## config.mk

```make
export PLATFORM = sky130hd
export DESIGN_NAME = card_bus_engine
export DESIGN_NICKNAME = d
export VERILOG_FILES = /design/src/rtl/card_pkg.sv /design/src/rtl/card_bus_engine.sv
export VERILOG_INCLUDE_DIRS = /design/src /design/src/rtl
export SDC_FILE = /design/constraint.sdc
export NUM_CORES = 1
export LEC_CHECK = 0
export BUFFER_PORTS_ARGS = -buffer_cell sky130_fd_sc_hd__buf_4
export CORE_ASPECT_RATIO = 0.75
export CORE_MARGIN = 2
export CORE_UTILIZATION = 55
export CTS_BUF_LIST = sky130_fd_sc_hd__clkbuf_4
export DETAILED_ROUTE_END_ITERATION = 12
export PLACE_DENSITY_LB_ADDON = 0.1
export SYNTH_ARGS = -nofsm -noshare
export SYNTH_HDL_FRONTEND = slang
export SYNTH_SLANG_ARGS = --single-unit
```

## constraint.sdc

```tcl
create_clock -name CLK_I -period 8.4 [get_ports CLK_I]
set_clock_uncertainty 0.1 [all_clocks]
set_input_delay 0.84 -clock CLK_I [delete_from_list [all_inputs] [get_ports CLK_I]]
set_output_delay 0.84 -clock CLK_I [all_outputs]
set_load 0.01 [all_outputs]
```

## src/rtl/card_regs.svh

```systemverilog
// constants for the card-side bus and write-buffer engine
`ifndef CARD_REGS_SVH
`define CARD_REGS_SVH

// ----------------------------------------------------------------
// data path geometry
// ----------------------------------------------------------------
`define CARD_DAT_WIDTH 4
`define CARD_BYTE_BITS 8
`define CARD_STEP_1BIT 1
`define CARD_STEP_4BIT 4
`define CARD_SYNC_WIDTH 8

// ----------------------------------------------------------------
// defaults of module parameters
// ----------------------------------------------------------------
`define CARD_BLOCK_BYTES 512
`define CARD_NUM_BUFS 2
`define CARD_PROG_CYCLES 64

// ----------------------------------------------------------------
// reset values of pin drivers
// ----------------------------------------------------------------
`define CARD_LINE_IDLE 1'b1
`define CARD_LINE_LOW 1'b0
`define CARD_OE_OFF 1'b0

`endif
```

## src/rtl/card_pkg.sv

```systemverilog
// types shared by the card-side bus and write-buffer engine
package card_pkg;

	// ----------------------------------------------------------------
	// bus modes selected by the card's own front end
	// ----------------------------------------------------------------
	typedef enum logic [1:0] {
		MODE_SPI = 2'b00,
		MODE_NAT1 = 2'b01,
		MODE_NAT4 = 2'b10
	} bus_mode_t;

	// ----------------------------------------------------------------
	// state machines
	// ----------------------------------------------------------------
	typedef enum logic {
		RX_IDLE = 1'b0,
		RX_RECV = 1'b1
	} rx_state_t;

	typedef enum logic {
		PROG_IDLE = 1'b0,
		PROG_RUN = 1'b1
	} prog_state_t;

endpackage

```

## src/rtl/card_bus_engine.sv

```systemverilog
// card-side bus engine: pin drive, block reception, buffers and busy
`include "card_regs.svh"

module card_bus_engine #(
	parameter int BLOCK_BYTES = `CARD_BLOCK_BYTES,
	parameter int NUM_BUFS = `CARD_NUM_BUFS,
	parameter int PROG_CYCLES = `CARD_PROG_CYCLES
) (
	input wire logic CLK_I,
	input wire logic RST_I,
	input wire logic CARD_CLK_I,
	input wire logic SEL_N_I,
	input wire logic SERIAL_IN_I,
	output logic SERIAL_OUT_O,
	output logic SERIAL_OUT_OE_O,
	input wire logic CMD_I,
	output logic CMD_O,
	output logic CMD_OE_O,
	input wire logic [`CARD_DAT_WIDTH-1:0] DAT_I,
	output logic [`CARD_DAT_WIDTH-1:0] DAT_O,
	output logic [`CARD_DAT_WIDTH-1:0] DAT_OE_O,
	input wire logic [1:0] BUS_MODE_I,
	input wire logic INIT_DONE_I,
	input wire logic WR_START_I,
	input wire logic MULTI_BLOCK_I,
	input wire logic STOP_I,
	input wire logic CMD_TX_EN_I,
	input wire logic CMD_TX_BIT_I,
	output logic CMD_RX_O,
	output logic PUSH_PULL_O,
	output logic RECEIVING_O,
	output logic BUSY_O,
	output logic [$clog2(NUM_BUFS+1)-1:0] BUFS_USED_O,
	output logic BLOCK_DONE_O,
	output logic PROG_DONE_O,
	output logic [`CARD_BYTE_BITS-1:0] RX_BYTE_O,
	output logic RX_BYTE_VALID_O
);

	// ----------------------------------------------------------------
	// local sizes
	// ----------------------------------------------------------------
	localparam int BUF_W = $clog2(NUM_BUFS+1);
	localparam int CNT_W = $clog2(BLOCK_BYTES*`CARD_BYTE_BITS+1) + 1;
	localparam int PCNT_W = $clog2(PROG_CYCLES+1);
	localparam logic [CNT_W-1:0] BLOCK_BITS = CNT_W'(BLOCK_BYTES*`CARD_BYTE_BITS);
	localparam logic [BUF_W-1:0] BUFS_FULL = BUF_W'(NUM_BUFS);
	localparam logic [PCNT_W-1:0] PROG_LAST = PCNT_W'(PROG_CYCLES-1);

	// ----------------------------------------------------------------
	// pin synchronisers and link clock edge
	// ----------------------------------------------------------------
	logic [`CARD_SYNC_WIDTH-1:0] pin_meta; // first stage, read only by second
	logic [`CARD_SYNC_WIDTH-1:0] pin_sync; // second stage
	logic cclk_prev; // last synced link clock level

	// both stages run every rising clock edge; pins come from the host domain
	always_ff @(posedge CLK_I) begin
		pin_meta <= {CARD_CLK_I, SEL_N_I, SERIAL_IN_I, CMD_I, DAT_I};
		pin_sync <= pin_meta;
		cclk_prev <= pin_sync[7];
	end

	wire logic cclk_s = pin_sync[7];
	wire logic sel_n_s = pin_sync[6];
	wire logic si_s = pin_sync[5];
	wire logic cmd_s = pin_sync[4];
	wire logic [`CARD_DAT_WIDTH-1:0] dat_s = pin_sync[3:0];
	wire logic cclk_rise = cclk_s & ~cclk_prev;

	// ----------------------------------------------------------------
	// state
	// ----------------------------------------------------------------
	card_pkg::rx_state_t rx_state; // reception of write data
	card_pkg::prog_state_t prog_state; // flash programming
	logic multi; // latched block mode of current command
	logic push_pull; // set once initialization has finished
	logic [CNT_W-1:0] bit_cnt; // bits of current block received
	logic [BUF_W-1:0] bufs_used; // full internal buffers
	logic [PCNT_W-1:0] prog_cnt; // cycles left of programming
	logic [`CARD_BYTE_BITS-1:0] shreg; // byte assembly

	// ----------------------------------------------------------------
	// decode of mode, sample and acceptance
	// ----------------------------------------------------------------
	wire card_pkg::bus_mode_t bus_mode = card_pkg::bus_mode_t'(BUS_MODE_I);
	wire logic mode_spi = (bus_mode == card_pkg::MODE_SPI);
	wire logic mode_nat4 = (bus_mode == card_pkg::MODE_NAT4);
	wire logic selected = mode_spi & ~sel_n_s;
	wire logic line_bit = mode_spi ? si_s : dat_s[0];
	wire logic [CNT_W-1:0] step = mode_nat4 ? CNT_W'(`CARD_STEP_4BIT) : CNT_W'(`CARD_STEP_1BIT);
	// data taken only while a buffer is free; a host ignoring busy is refused
	wire logic accept = cclk_rise & (rx_state == card_pkg::RX_RECV) & (bufs_used != BUFS_FULL)
		& (~mode_spi | selected);
	wire logic [CNT_W-1:0] next_cnt = bit_cnt + step;
	// a stop in the same cycle drops the block, so no buffer is claimed for it
	wire logic block_done = accept & ~STOP_I & (next_cnt >= BLOCK_BITS);
	wire logic byte_done = accept & (next_cnt[2:0] == 3'h0);
	wire logic [`CARD_BYTE_BITS-1:0] next_shreg = mode_nat4 ? {shreg[3:0], dat_s} : {shreg[6:0], line_bit};
	wire logic prog_done = (prog_state == card_pkg::PROG_RUN) & (prog_cnt == '0);
	wire logic [BUF_W-1:0] next_bufs = bufs_used + BUF_W'(block_done) - BUF_W'(prog_done);
	// multi-block stays free while receiving with any buffer empty; single-block busy at once
	wire logic busy_cond = (bufs_used == BUFS_FULL)
		| ((bufs_used != '0) & ~((rx_state == card_pkg::RX_RECV) & multi));

	// ----------------------------------------------------------------
	// reception state machine
	// ----------------------------------------------------------------
	always_ff @(posedge CLK_I) begin
		if (RST_I) begin
			rx_state <= card_pkg::RX_IDLE;
			multi <= 1'b0;
			bit_cnt <= '0;
			shreg <= '0;
		end else begin
			if (accept) begin
				shreg <= next_shreg;
			end
			case (rx_state)
				card_pkg::RX_IDLE: begin
					// a write command opens a transfer
					if (WR_START_I) begin
						rx_state <= card_pkg::RX_RECV;
						multi <= MULTI_BLOCK_I;
						bit_cnt <= '0;
					end
				end
				card_pkg::RX_RECV: begin
					if (STOP_I) begin
						rx_state <= card_pkg::RX_IDLE;
						bit_cnt <= '0;
					end else if (block_done) begin
						bit_cnt <= '0;
						if (!multi) begin
							rx_state <= card_pkg::RX_IDLE;
						end
					end else if (accept) begin
						bit_cnt <= next_cnt;
					end
				end
				default: begin
					rx_state <= card_pkg::RX_IDLE;
				end
			endcase
		end
	end

	// ----------------------------------------------------------------
	// programming engine and buffer count
	// ----------------------------------------------------------------
	always_ff @(posedge CLK_I) begin
		if (RST_I) begin
			prog_state <= card_pkg::PROG_IDLE;
			prog_cnt <= '0;
			bufs_used <= '0;
		end else begin
			bufs_used <= next_bufs;
			case (prog_state)
				card_pkg::PROG_IDLE: begin
					// oldest full buffer starts programming
					if (bufs_used != '0) begin
						prog_state <= card_pkg::PROG_RUN;
						prog_cnt <= PROG_LAST;
					end
				end
				card_pkg::PROG_RUN: begin
					if (prog_done) begin
						prog_state <= card_pkg::PROG_IDLE;
					end else begin
						prog_cnt <= prog_cnt - PCNT_W'(1);
					end
				end
				default: begin
					prog_state <= card_pkg::PROG_IDLE;
				end
			endcase
		end
	end

	// ----------------------------------------------------------------
	// pin drivers and status outputs
	// ----------------------------------------------------------------
	always_ff @(posedge CLK_I) begin
		if (RST_I) begin
			push_pull <= 1'b0;
			SERIAL_OUT_O <= `CARD_LINE_IDLE;
			SERIAL_OUT_OE_O <= `CARD_OE_OFF;
			CMD_O <= `CARD_LINE_IDLE;
			CMD_OE_O <= `CARD_OE_OFF;
			DAT_O <= '0;
			DAT_OE_O <= '0;
			BUSY_O <= 1'b0;
			BLOCK_DONE_O <= 1'b0;
			PROG_DONE_O <= 1'b0;
			RX_BYTE_VALID_O <= 1'b0;
			RX_BYTE_O <= '0;
			CMD_RX_O <= `CARD_LINE_IDLE;
		end else begin
			if (INIT_DONE_I) begin
				push_pull <= 1'b1;
			end
			// open-drain only ever pulls low; push-pull drives both levels
			CMD_O <= CMD_TX_BIT_I;
			CMD_OE_O <= CMD_TX_EN_I & (push_pull | ~CMD_TX_BIT_I);
			// spi: output driven only while selected, low while busy
			SERIAL_OUT_O <= ~busy_cond;
			SERIAL_OUT_OE_O <= selected;
			// native: busy pulls data line 0 low, released otherwise
			DAT_O <= '0;
			DAT_OE_O <= {{(`CARD_DAT_WIDTH-1){`CARD_OE_OFF}}, busy_cond & ~mode_spi};
			BUSY_O <= busy_cond;
			BLOCK_DONE_O <= block_done;
			PROG_DONE_O <= prog_done;
			RX_BYTE_VALID_O <= byte_done;
			if (byte_done) begin
				RX_BYTE_O <= next_shreg;
			end
			CMD_RX_O <= cmd_s;
		end
	end

	assign PUSH_PULL_O = push_pull;
	assign RECEIVING_O = (rx_state == card_pkg::RX_RECV);
	assign BUFS_USED_O = bufs_used;
endmodule // card_bus_engine

```

# --- After elaboration in Yosys (flattened, before gate mapping) ---
# Cells that the tools add are included.
totals:
  ff_bits: 72
  word_cells: 86
  in_bits: 18
  out_inout_bits: 29
op_classes:
  n_eq_ne: 7
  n_bitwise: 25
  addsub: 4
  order_cmp: 1
  reduce_logical: 7
  mux: 19
ops:
  columns: ["cell", "count"]
  rows:
  - ["$mux W14", 4]
  - ["$pmux W14 S2", 1]
  - ["$add A14 B3 Y14", 1]
  - ["$ge A14 B13 Y1 const B", 1]
  - ["$mux W7", 2]
  - ["$pmux W7 S2", 1]
  - ["$and A1 B1 Y1", 13]
  - ["$not A1 Y1", 9]
  - ["$mux W8", 1]
  - ["$ne A2 B2 Y1 const B", 4]
  - ["$logic_not A7 Y1", 1]
  - ["$mux W1", 7]
  - ["$sub A7 B1 Y7 const B", 1]
  - ["$reduce_and A2 Y1", 3]
  - ["$eq A2 B2 Y1 const B", 2]
  - ["$ne A4 B2 Y1 const B", 1]
  - ["$pmux W1 S2", 2]
  - ["$logic_not A3 Y1", 1]
  - ["$mux W3", 1]
  - ["$or A1 B1 Y1", 3]
  - ["$add A2 B1 Y2", 1]
  - ["$logic_not A2 Y1", 1]
  - ["$reduce_bool A2 Y1", 1]
  - ["$sub A2 B1 Y2", 1]

# --- Logic depth before layout (Yosys ltp) ---
# Gate-level depths: netlist of run 1.
depth:
  depth_word: 10
  ltp_mapped: 16
  ltp_nobuf: 14

# --- Worst setup path after synthesis of run 1 ---
# OpenSTA, ideal clock, no wires.
synth_path:
  path_kind: "input to register"
  from: "input BUS_MODE_I[1]"
  to: "register bufs_used[1] (netlist: BUFS_USED_O[1])"
  path_slack_ns: 4.541
  setup_ns: 0.128
  required_time_ns: 8.172
  stages: 16
  arrival_time_ns: 3.631
  n_path_buf: 2
  cell_sequence: "nor2b_1 -> buf_6 -> clkinv_1 -> ha_1 -> ha_1 -> maj3_2 -> and2_4 -> a41o_4 -> buf_6 -> nand2b_1 -> ha_1 -> inv_1 -> ha_1 -> xor2_1 -> xnor2_1 -> nor2_1"
synth_via:
  elab_chain_len: 8
  word_cells_on_any_way: 13
  cone_classes: "add/sub (3); order compare (1); eq/ne (1); mux (1); bitwise (6); reduce/logical (1)"
synth_lines:
  columns: ["element", "line", "rtl"]
  rows:
  - ["from (decl)", "card_bus_engine.sv:22", "input wire logic [1:0] BUS_MODE_I,"]
  - ["branches (longest 5 deep; another with $add A14 B3 Y14)", null, null]
  - ["$and A1 B1 Y1 *", "card_bus_engine.sv:97", "wire logic block_done = accept & ~STOP_I & (next_cnt >= BLOCK_BITS);"]
  - ["$add A2 B1 Y2 *", "card_bus_engine.sv:101", "wire logic [BUF_W-1:0] next_bufs = bufs_used + BUF_W'(block_done) - BUF_W'(prog_done);"]
  - ["$sub A2 B1 Y2 *", "card_bus_engine.sv:101", null]
  - ["to (signal assigned)", "card_bus_engine.sv:157", "bufs_used <= next_bufs;"]
  - ["to (decl)", "card_bus_engine.sv:79", "logic [BUF_W-1:0] bufs_used;"]
# Mark *: on every way between the ends.
# A chain may end at the register's enable or synchronous reset.

# --- Final worst setup path of run 1 ---
layout_path:
  from: "input BUS_MODE_I[0]"
  to: "register bufs_used[1] (netlist: BUFS_USED_O[1])"
# Same word-level chain as after synthesis.

==> summary.md, run 1 <==
| Metric | Value |
|---|---|
| Asr flop ratio synth | `0%` |
| Die Y | `between 60 and 70 um` |
| Mapped Area | `between 0.002 and 0.003 mm^2` |
| Final max-slew violation count | `0` |
| Hold Path Cell Cnt | `0` |
| Run status | `finished clean` |
| Main flop type after synthesis | `dfxtp_1` |
| PostCTS Resize Cnt | `0` |
| Cells after Synth | `263` |
| Vias in the first global route | `1867` |
| Largest stage delay on the critical path | `670 ps` |
| Chip width | `approximately 85 um` |
| P_leak | `roughly 1.2 nW` |
| FP Rows | `22` |
| Initial Util | `between 50 and 60%` |
| Fin cells | `367` |
| Sink Count | `slightly below 70` |
| Cts hold-fix bufs | `0` |
| Layout cells sized above 1 | `24.8%` |
| Final core occ | `around two thirds` |
| EDFF count, synth | `0` |
| Slew @ Worst Pin | `approximately 910 ps` |
| Fin. Hold Viols | `0` |
| Post-route ant nets | `0` |
| Slowest CP cell | `nor2b_1` |
| Synth Area per Inst | `just over 10 um^2` |
| Largest net degree at the start of global routing | `40` |
| Starting DRT DRC Count | `roughly 110` |
| Finished Cell Area | `between 0.003 and 0.004 mm^2` |
| Footprint of the multi-input gates | `between 0.001 and 0.0015 mm^2` |
| Maxcap violations | `0` |
| Setup bufs post-CTS | `0` |
| Sequential cell area | `0.00138 mm^2` |
| Clk_lat worst skew | `420 ps` |
| Area overhead of the layout relative to synthesis | `16.1%` |
| Clock Pin Slew Worst Setup and Hold Paths | `120 ps` |
| Crit-path max FO | `15` |
| CP cell instances | `buf_4, nor2b_1, clkinv_1, ha_1, ha_1, maj3_2, and2_4, a41o_4, nand2b_1, ha_1, inv_1, ha_1, xor2_1, xnor2_1, nor2_1` |
| WP data arrival | `~4500 ps` |
| Ports | `47` |
| Global route total overflow | `0` |
| RSZ-0062 raised after global routing | `false` |
| Post-synth top area share | `50.6%` |
| Dpl hpwl | `between 3000 and 4000 um` |
| Worst min path class | `flop to flop` |
| TritonCTS clock tree | `yes` |
| Worst setup path start | `BUS_MODE_I[0]` |
| Final setup margin | `approximately 4000 ps` |
| Setup TNS | `0 ps` |
| Pwr dens | `between 200 and 250 mW/mm^2` |
| VDD IR max | `between 0.0002 and 0.00025 V` |
| Area leader, netlist | `dfxtp_1` |
| FMAX | `~230 MHz` |
| Startpoint Class | `primary input` |
| H-tree depth | `3` |
| GRT Resource Usage Total | `roughly a fifth` |
| Hold Startpoint | `pin_meta[3]` |
| CTS Root Buffer Type | `clkbuf_4` |
| Flops & latches, synth | `roughly 70` |
| Post-DR wirelength/cell | `roughly 13 um` |
| # nets final | `between 300 and 400` |
| RD Place Congestion | `about 0.75` |
| Via count | `between 1.5k and 2k` |
| Warnings, synthesis | `0` |
| Die ar. | `0.00554 mm^2` |
| Placed cell areas | `approximately 0.0030 mm^2` |
| CTS max path bufs | `2` |
| Area contributors post-synth | `dfxtp_1 51%, nor2_1 4.1%, a211oi_1 3.9%, mux2i_1 2.9%, o311ai_2 2.4%` |
| Ant diodes | `0` |
| Fin crit share | `51.3%` |
| FF-to-FF path depth | `12` |
| Flop2flop setup slack | `between 5000 and 6000 ps` |
| # placed instances | `351` |
| Total wire length | `4900 um` |
| Global-route wire length before repair | `8470 um` |
| Critical Path RT | `approximately 8600 ps` |
| Sequential cell area fraction in the yosys report | `between 50% and 60%` |
| Hold-critical path endpoint | `pin_sync[3]` |
| Num CTS Buffers | `9` |
| Worst relative slew slack | `39.4%` |
| Netlist cell types | `57` |
| Core Box Area | `slightly below 0.005 mm^2` |
| Worst path most repeated cell | `ha_1` |
| Vias per inst | `approximately 5.4` |
| Critical path type | `primary input to flop` |
| DRC | `0` |
| Reg2reg start | `bit_cnt[0]` |
| Initial antenna violation count | `0` |
| Port Buffers | `39` |
| Pre-Repair DR Iteration Count | `4` |
| CP endpoint kind | `flop` |
| Final setup violation count | `0` |
| Post-layout min period | `between 4000 and 5000 ps` |
| Cell with the most instances after synthesis | `dfxtp_1` |
| Top cells by count, synth | `69 x dfxtp_1, 30 x nor2_1, 15 x nand2_1, 14 x a211oi_1, 8 x mux2i_1` |
| Worst setup slack before clock tree synthesis | `roughly 3600 ps` |
| Worst r2r dst | `BUFS_USED_O[1]` |
| Filler instances | `just over 400` |
worst max-delay path by stage:
stage,endpoint,slack (ps),cells after the start
6_report,BUFS_USED_O[1],4090,15
5_1_grt,BUFS_USED_O[1],3830,15
4_1_cts,BUFS_USED_O[1],4040,15
3_5_place_dp,BUFS_USED_O[1],3580,15
3_3_place_gp,BUFS_USED_O[1],3730,15
2_1_floorplan,BUFS_USED_O[1],4540,16
routing by layer:
layer | vias up | global-route usage (%) | share of wire, %
met1 | 902 | 23.9 | 47
met2 | 48 | 31.4 | 46
met5 | - | 0 | 0
met3 | 8 | 9.43 | 6.1
li1 | 1010 | - | -
met4 | 0 | 7.74 | 1.6
per-stage QoR:
step                power [W]  hold WS [ps]
global route         0.000779           241
finish               0.000735           237
floorplan            0.000463           210
global placement     0.000495           210
detailed placement   0.000497           213
CTS                  0.000744           234
where the power goes:
group	total (W)	switching (W)	leakage, nW	internal, W
Combinational	0.000122	0.0000621	0.594	0.0000603
Sequential	0.000367	0.0000169	0.565	0.000350
Clock	0.000246	0.000124	0.0865	0.000122
Total	0.000735	0.000203	1.25	0.000532
sequential cells by signal, summed over array words and instances, names as in the netlist:
| register | flops |
|---|---|
| BUSY_O | 1 |
| cclk_prev | 1 |
| prog_cnt | 7 |
| shreg | 7 |
| prog_state | 1 |
| PROG_DONE_O | 1 |
| RECEIVING_O | 1 |
| SERIAL_OUT_OE_O | 1 |
| bit_cnt | 14 |
| SERIAL_OUT_O | 1 |
| RX_BYTE_VALID_O | 1 |
| PUSH_PULL_O | 1 |
| pin_sync | 8 |
| RX_BYTE_O | 8 |
| BUFS_USED_O | 2 |
| DAT_OE_O | 1 |
| multi | 1 |
| CMD_O | 1 |
| CMD_RX_O | 1 |
| CMD_OE_O | 1 |
| BLOCK_DONE_O | 1 |
| pin_meta | 8 |
placed cells by master (no fill, tap or decap), types with 3 or more instances in the layout:
| master | synthesis | routed |
|---|---|---|
| a211oi_1 | 14 | 14 |
| a21oi_1 | 6 | 6 |
| a22o_1 | 3 | 3 |
| a311oi_1 | 3 | 3 |
| a31oi_1 | 3 | 3 |
| and2_1 | 4 | 4 |
| and3_1 | 3 | 3 |
| buf_4 | 7 | 39 |
| clkbuf_4 | 1 | 9 |
| conb_1 | 1 | 7 |
| dfxtp_1 | 69 | 69 |
| ha_1 | 5 | 5 |
| inv_1 | 7 | 7 |
| mux2i_1 | 8 | 8 |
| nand2_1 | 15 | 15 |
| nand2b_1 | 3 | 3 |
| nand3_1 | 6 | 6 |
| nand4_1 | 4 | 4 |
| nor2_1 | 30 | 30 |
| nor2b_1 | 6 | 6 |
| nor3_1 | 5 | 5 |
| nor4_1 | 3 | 3 |
| o311ai_2 | 4 | 4 |
| or2_2 | 3 | 3 |
| xnor2_1 | 5 | 5 |
| xor2_1 | 3 | 3 |
final cells by class:
cell class | instances | area share (%)
clock inverters | 7 | 3.12
clock buffers | 9 | 2.13
inverters | 8 | 0.948
flip-flops and latches | 69 | 43.6
multi-input cells | 175 | 38.6
well taps | 60 | 2.37
repair buffers | 39 | 9.25
logic make-up after synthesis:
| group | share of synthesized area (%) |
|---|---|
| AND/OR/NAND/NOR | 18.9 |
| flip-flops | 50.6 |
| AO/OA/AOI/OAI | 15.6 |
| buffers and inverters | 5.41 |
| XOR/XNOR | 3.17 |
| multiplexers | 2.94 |
| adder cells (fa/ha/maj) | 3.12 |
| other | 0.137 |
critical path: cells and delay by family:
family                   cells  cell delay (ps)
XOR/XNOR                     2              300
AO/OA/AOI/OAI                1              330
buffers and inverters        3              620
adder cells (fa/ha/maj)      5             1350
AND/OR/NAND/NOR              4             1090
Note: power is estimated with default switching activity, not from simulation.
==> inputs of run 2 (changes only) <==
==> constraint.sdc (replaced) <==
create_clock -name CLK_I -period 4.14 [get_ports CLK_I]
set_clock_uncertainty 0.1 [all_clocks]
set_input_delay 0.414 -clock CLK_I [delete_from_list [all_inputs] [get_ports CLK_I]]
set_output_delay 0.414 -clock CLK_I [all_outputs]
set_load 0.01 [all_outputs]
==> run 2 against run 1 <==
- cell area rose by 3.0%
- wire length fell by 0.12%
- clock power rose by 100%
- non-clock buffer count rose by 10
- first-iteration DRC count fell by 42%
- final cell count rose by 2.7%
- combinational power rose by 110%
- power rose by 100%
- critical endpoint unchanged
==> summary.md, run 2 (synthesis gave the netlist of run 1 again) <==
| Metric | Value |
|---|---|
| Max reg flops | `14` |
| Critical path type | `primary input to flop` |
| # placed instances | `~350` |
| Sink Count | `69` |
| Largest stage delay on the critical path | `360 ps` |
| Worst min path class | `primary input to flop` |
| Most common cell after layout, fill and taps aside | `dfxtp_1` |
| Setup TNS | `0 ps` |
| GRT Resource Usage Total | `roughly a fifth` |
| Area overhead of the layout relative to synthesis | `19.6%` |
| Initial Util | `approximately 56%` |
| Post-layout min period | `3110 ps` |
| Chip width | `approximately 85 um` |
| Clock share of power | `~33%` |
| FP Rows | `22` |
| CP endpoint kind | `flop` |
| Die Y | `approximately 65 um` |
| Global Route met3 Usage | `under 10%` |
| Vias in the first global route | `1802` |
| Sequential Power Share | `49.8%` |
| RSZ-0062 raised after global routing | `false` |
| TritonCTS clock tree | `yes` |
| Clk_lat worst skew | `between 400 and 500 ps` |
| VDD IR max | `0.000344 V` |
| CTS Root Buffer Type | `clkbuf_4` |
| PostCTS Resize Cnt | `0` |
| Run status | `finished clean` |
| Worst path most repeated cell | `ha_1` |
| Fin cells | `377` |
| Ports | `47` |
| Worst relative slew slack | `between 30% and 40%` |
| Layout cells sized above 1 | `between 20% and 30%` |
| Placed cell areas | `a little over 0.003 mm^2` |
| Vias per inst | `approximately 5.2` |
| Global-route wire length before repair | `8200 um` |
| RD Place Congestion | `around 0.75` |
| Post-route ant nets | `0` |
| Starting DRT DRC Count | `63` |
| Net Sw Power | `between 0.0004 and 0.0005 W` |
| Via count | `1974` |
| H-tree depth | `3` |
| Ant diodes | `0` |
| Initial antenna violation count | `0` |
| Pwr dens | `approximately 460 mW/mm^2` |
| Global route total overflow | `0` |
| Most flops, register | `bit_cnt` |
| CP cell instances | `buf_4, nor2b_1, clkinv_1, ha_1, ha_1, maj3_2, and2_4, a41o_4, nand2b_1, ha_1, inv_1, ha_1, xor2_1, xnor2_1, nor2_1` |
| P_leak | `between 1 and 1.5 nW` |
| Dpl hpwl | `roughly 3400 um` |
| CTS max path bufs | `2` |
| Sw frac | `27.4%` |
| Combinational power share | `roughly 17%` |
| Fin crit share | `75.2%` |
| Maxcap violations | `0` |
| Startpoint Class | `primary input` |
| Largest net degree at the start of global routing | `40` |
| Finished Cell Area | `around 0.0033 mm^2` |
| Slew @ Worst Pin | `between 800 and 900 ps` |
| Internal power | `about 0.0011 W` |
| Post-DR wirelength/cell | `about 13 um` |
| Commonest non-fill, non-tap cells in the layout | `69 x dfxtp_1, 41 x buf_4, 30 x nor2_1` |
| Busiest grt layer | `met2` |
| GR Util met1 | `about a quarter` |
| Final hold slack | `approximately 69 ps` |
| Core Box Area | `about 0.0048 mm^2` |
| DRC | `0` |
| Final setup violation count | `0` |
| WP data arrival | `around 3300 ps` |
| Die ar. | `0.00554 mm^2` |
| Pre-Repair DR Iteration Count | `4` |
| M2 GR Usage | `30.4%` |
| Slowest CP cell | `maj3_2` |
| Final max-slew violation count | `0` |
| Port Buffers | `39` |
| Critical Path RT | `4340 ps` |
| # nets final | `335` |
| Crit-path max FO | `15` |
| Clock Pin Slew Worst Setup and Hold Paths | `110 ps` |
| Num CTS Buffers | `9` |
| Fin. Hold Viols | `0` |
| Overall Power | `roughly 0.0015 W` |
| FMAX | `between 300 and 400 MHz` |
| Total wire length | `slightly below 5000 um` |
| Filler instances | `423` |
[run 2: changes by cell type in the layout (fill, tap and decap cells not counted)]
cell,change
buf_4,+2
dlygate4sd3_1,+8
[run 2: layout make-up]
type                    instances  area, um^2  area share, %
clock buffers                   9        67.6           2.07
multi-input cells             175        1220           37.4
inverters                       8        30.0          0.921
well taps                      60        75.1           2.30
repair buffers                 49         388           11.9
clock inverters                 7        98.8           3.03
flip-flops and latches         69        1380           42.3
[run 2: final timing paths]
check	depth (start not counted)	startpoint	endpoint	slack (ps)
worst min register to register	0	pin_meta[1]	pin_sync[1]	240
worst min-delay path	2	BUS_MODE_I[1]	SERIAL_OUT_OE_O	70
worst max register to register	12	bit_cnt[0]	BUFS_USED_O[1]	1290
worst max-delay path	15	BUS_MODE_I[0]	BUFS_USED_O[1]	1030
[run 2: worst max-delay path, delay by kind of cell]
kind	cells	cell delay (ps)
buffers and inverters	3	410
and+or+nand+nor	4	590
xor gates and xnor gates	2	300
AOI/OAI and AO/OA	1	330
adders and majority gates	5	1260
[run 2: per-stage QoR]
stage | setup WS (ps) | util (%)
after floorplan | 707 | -
after global placement | 631 | 62.2
after detailed placement | 571 | 62.2
after CTS | 1030 | 67.3
after global routing | 892 | 67.3
final | 1030 | 67.3
[run 2: power by group through the flow]
stage	Clock (W)	Combinational, W	Sequential (W)
final	0.000492	0.000258	0.000744
after global routing	0.000534	0.000288	0.000750
after CTS	0.000505	0.000260	0.000744
after detailed placement	0	0.000252	0.000759
after global placement	0	0.000245	0.000759
after floorplan	0	0.000181	0.000759
[run 2: metal layers]
layer | part of all wire [%] | vias to the layer above | routed length [um]
met3 | 4.9 | 12 | 242
met2 | 46 | 47 | 2260
li1 | - | 1034 | -
met4 | 2.4 | 0 | 118
met1 | 46 | 881 | 2270
met5 | 0 | - | 0
[run 2: repair_timing]
| action | 4_1_cts | 5_1_grt |
|---|---|---|
| setup buffers | 0 | 0 |
| hold buffers | 8 | 0 |
| endpoints found under the hold margin | 8 | 0 |
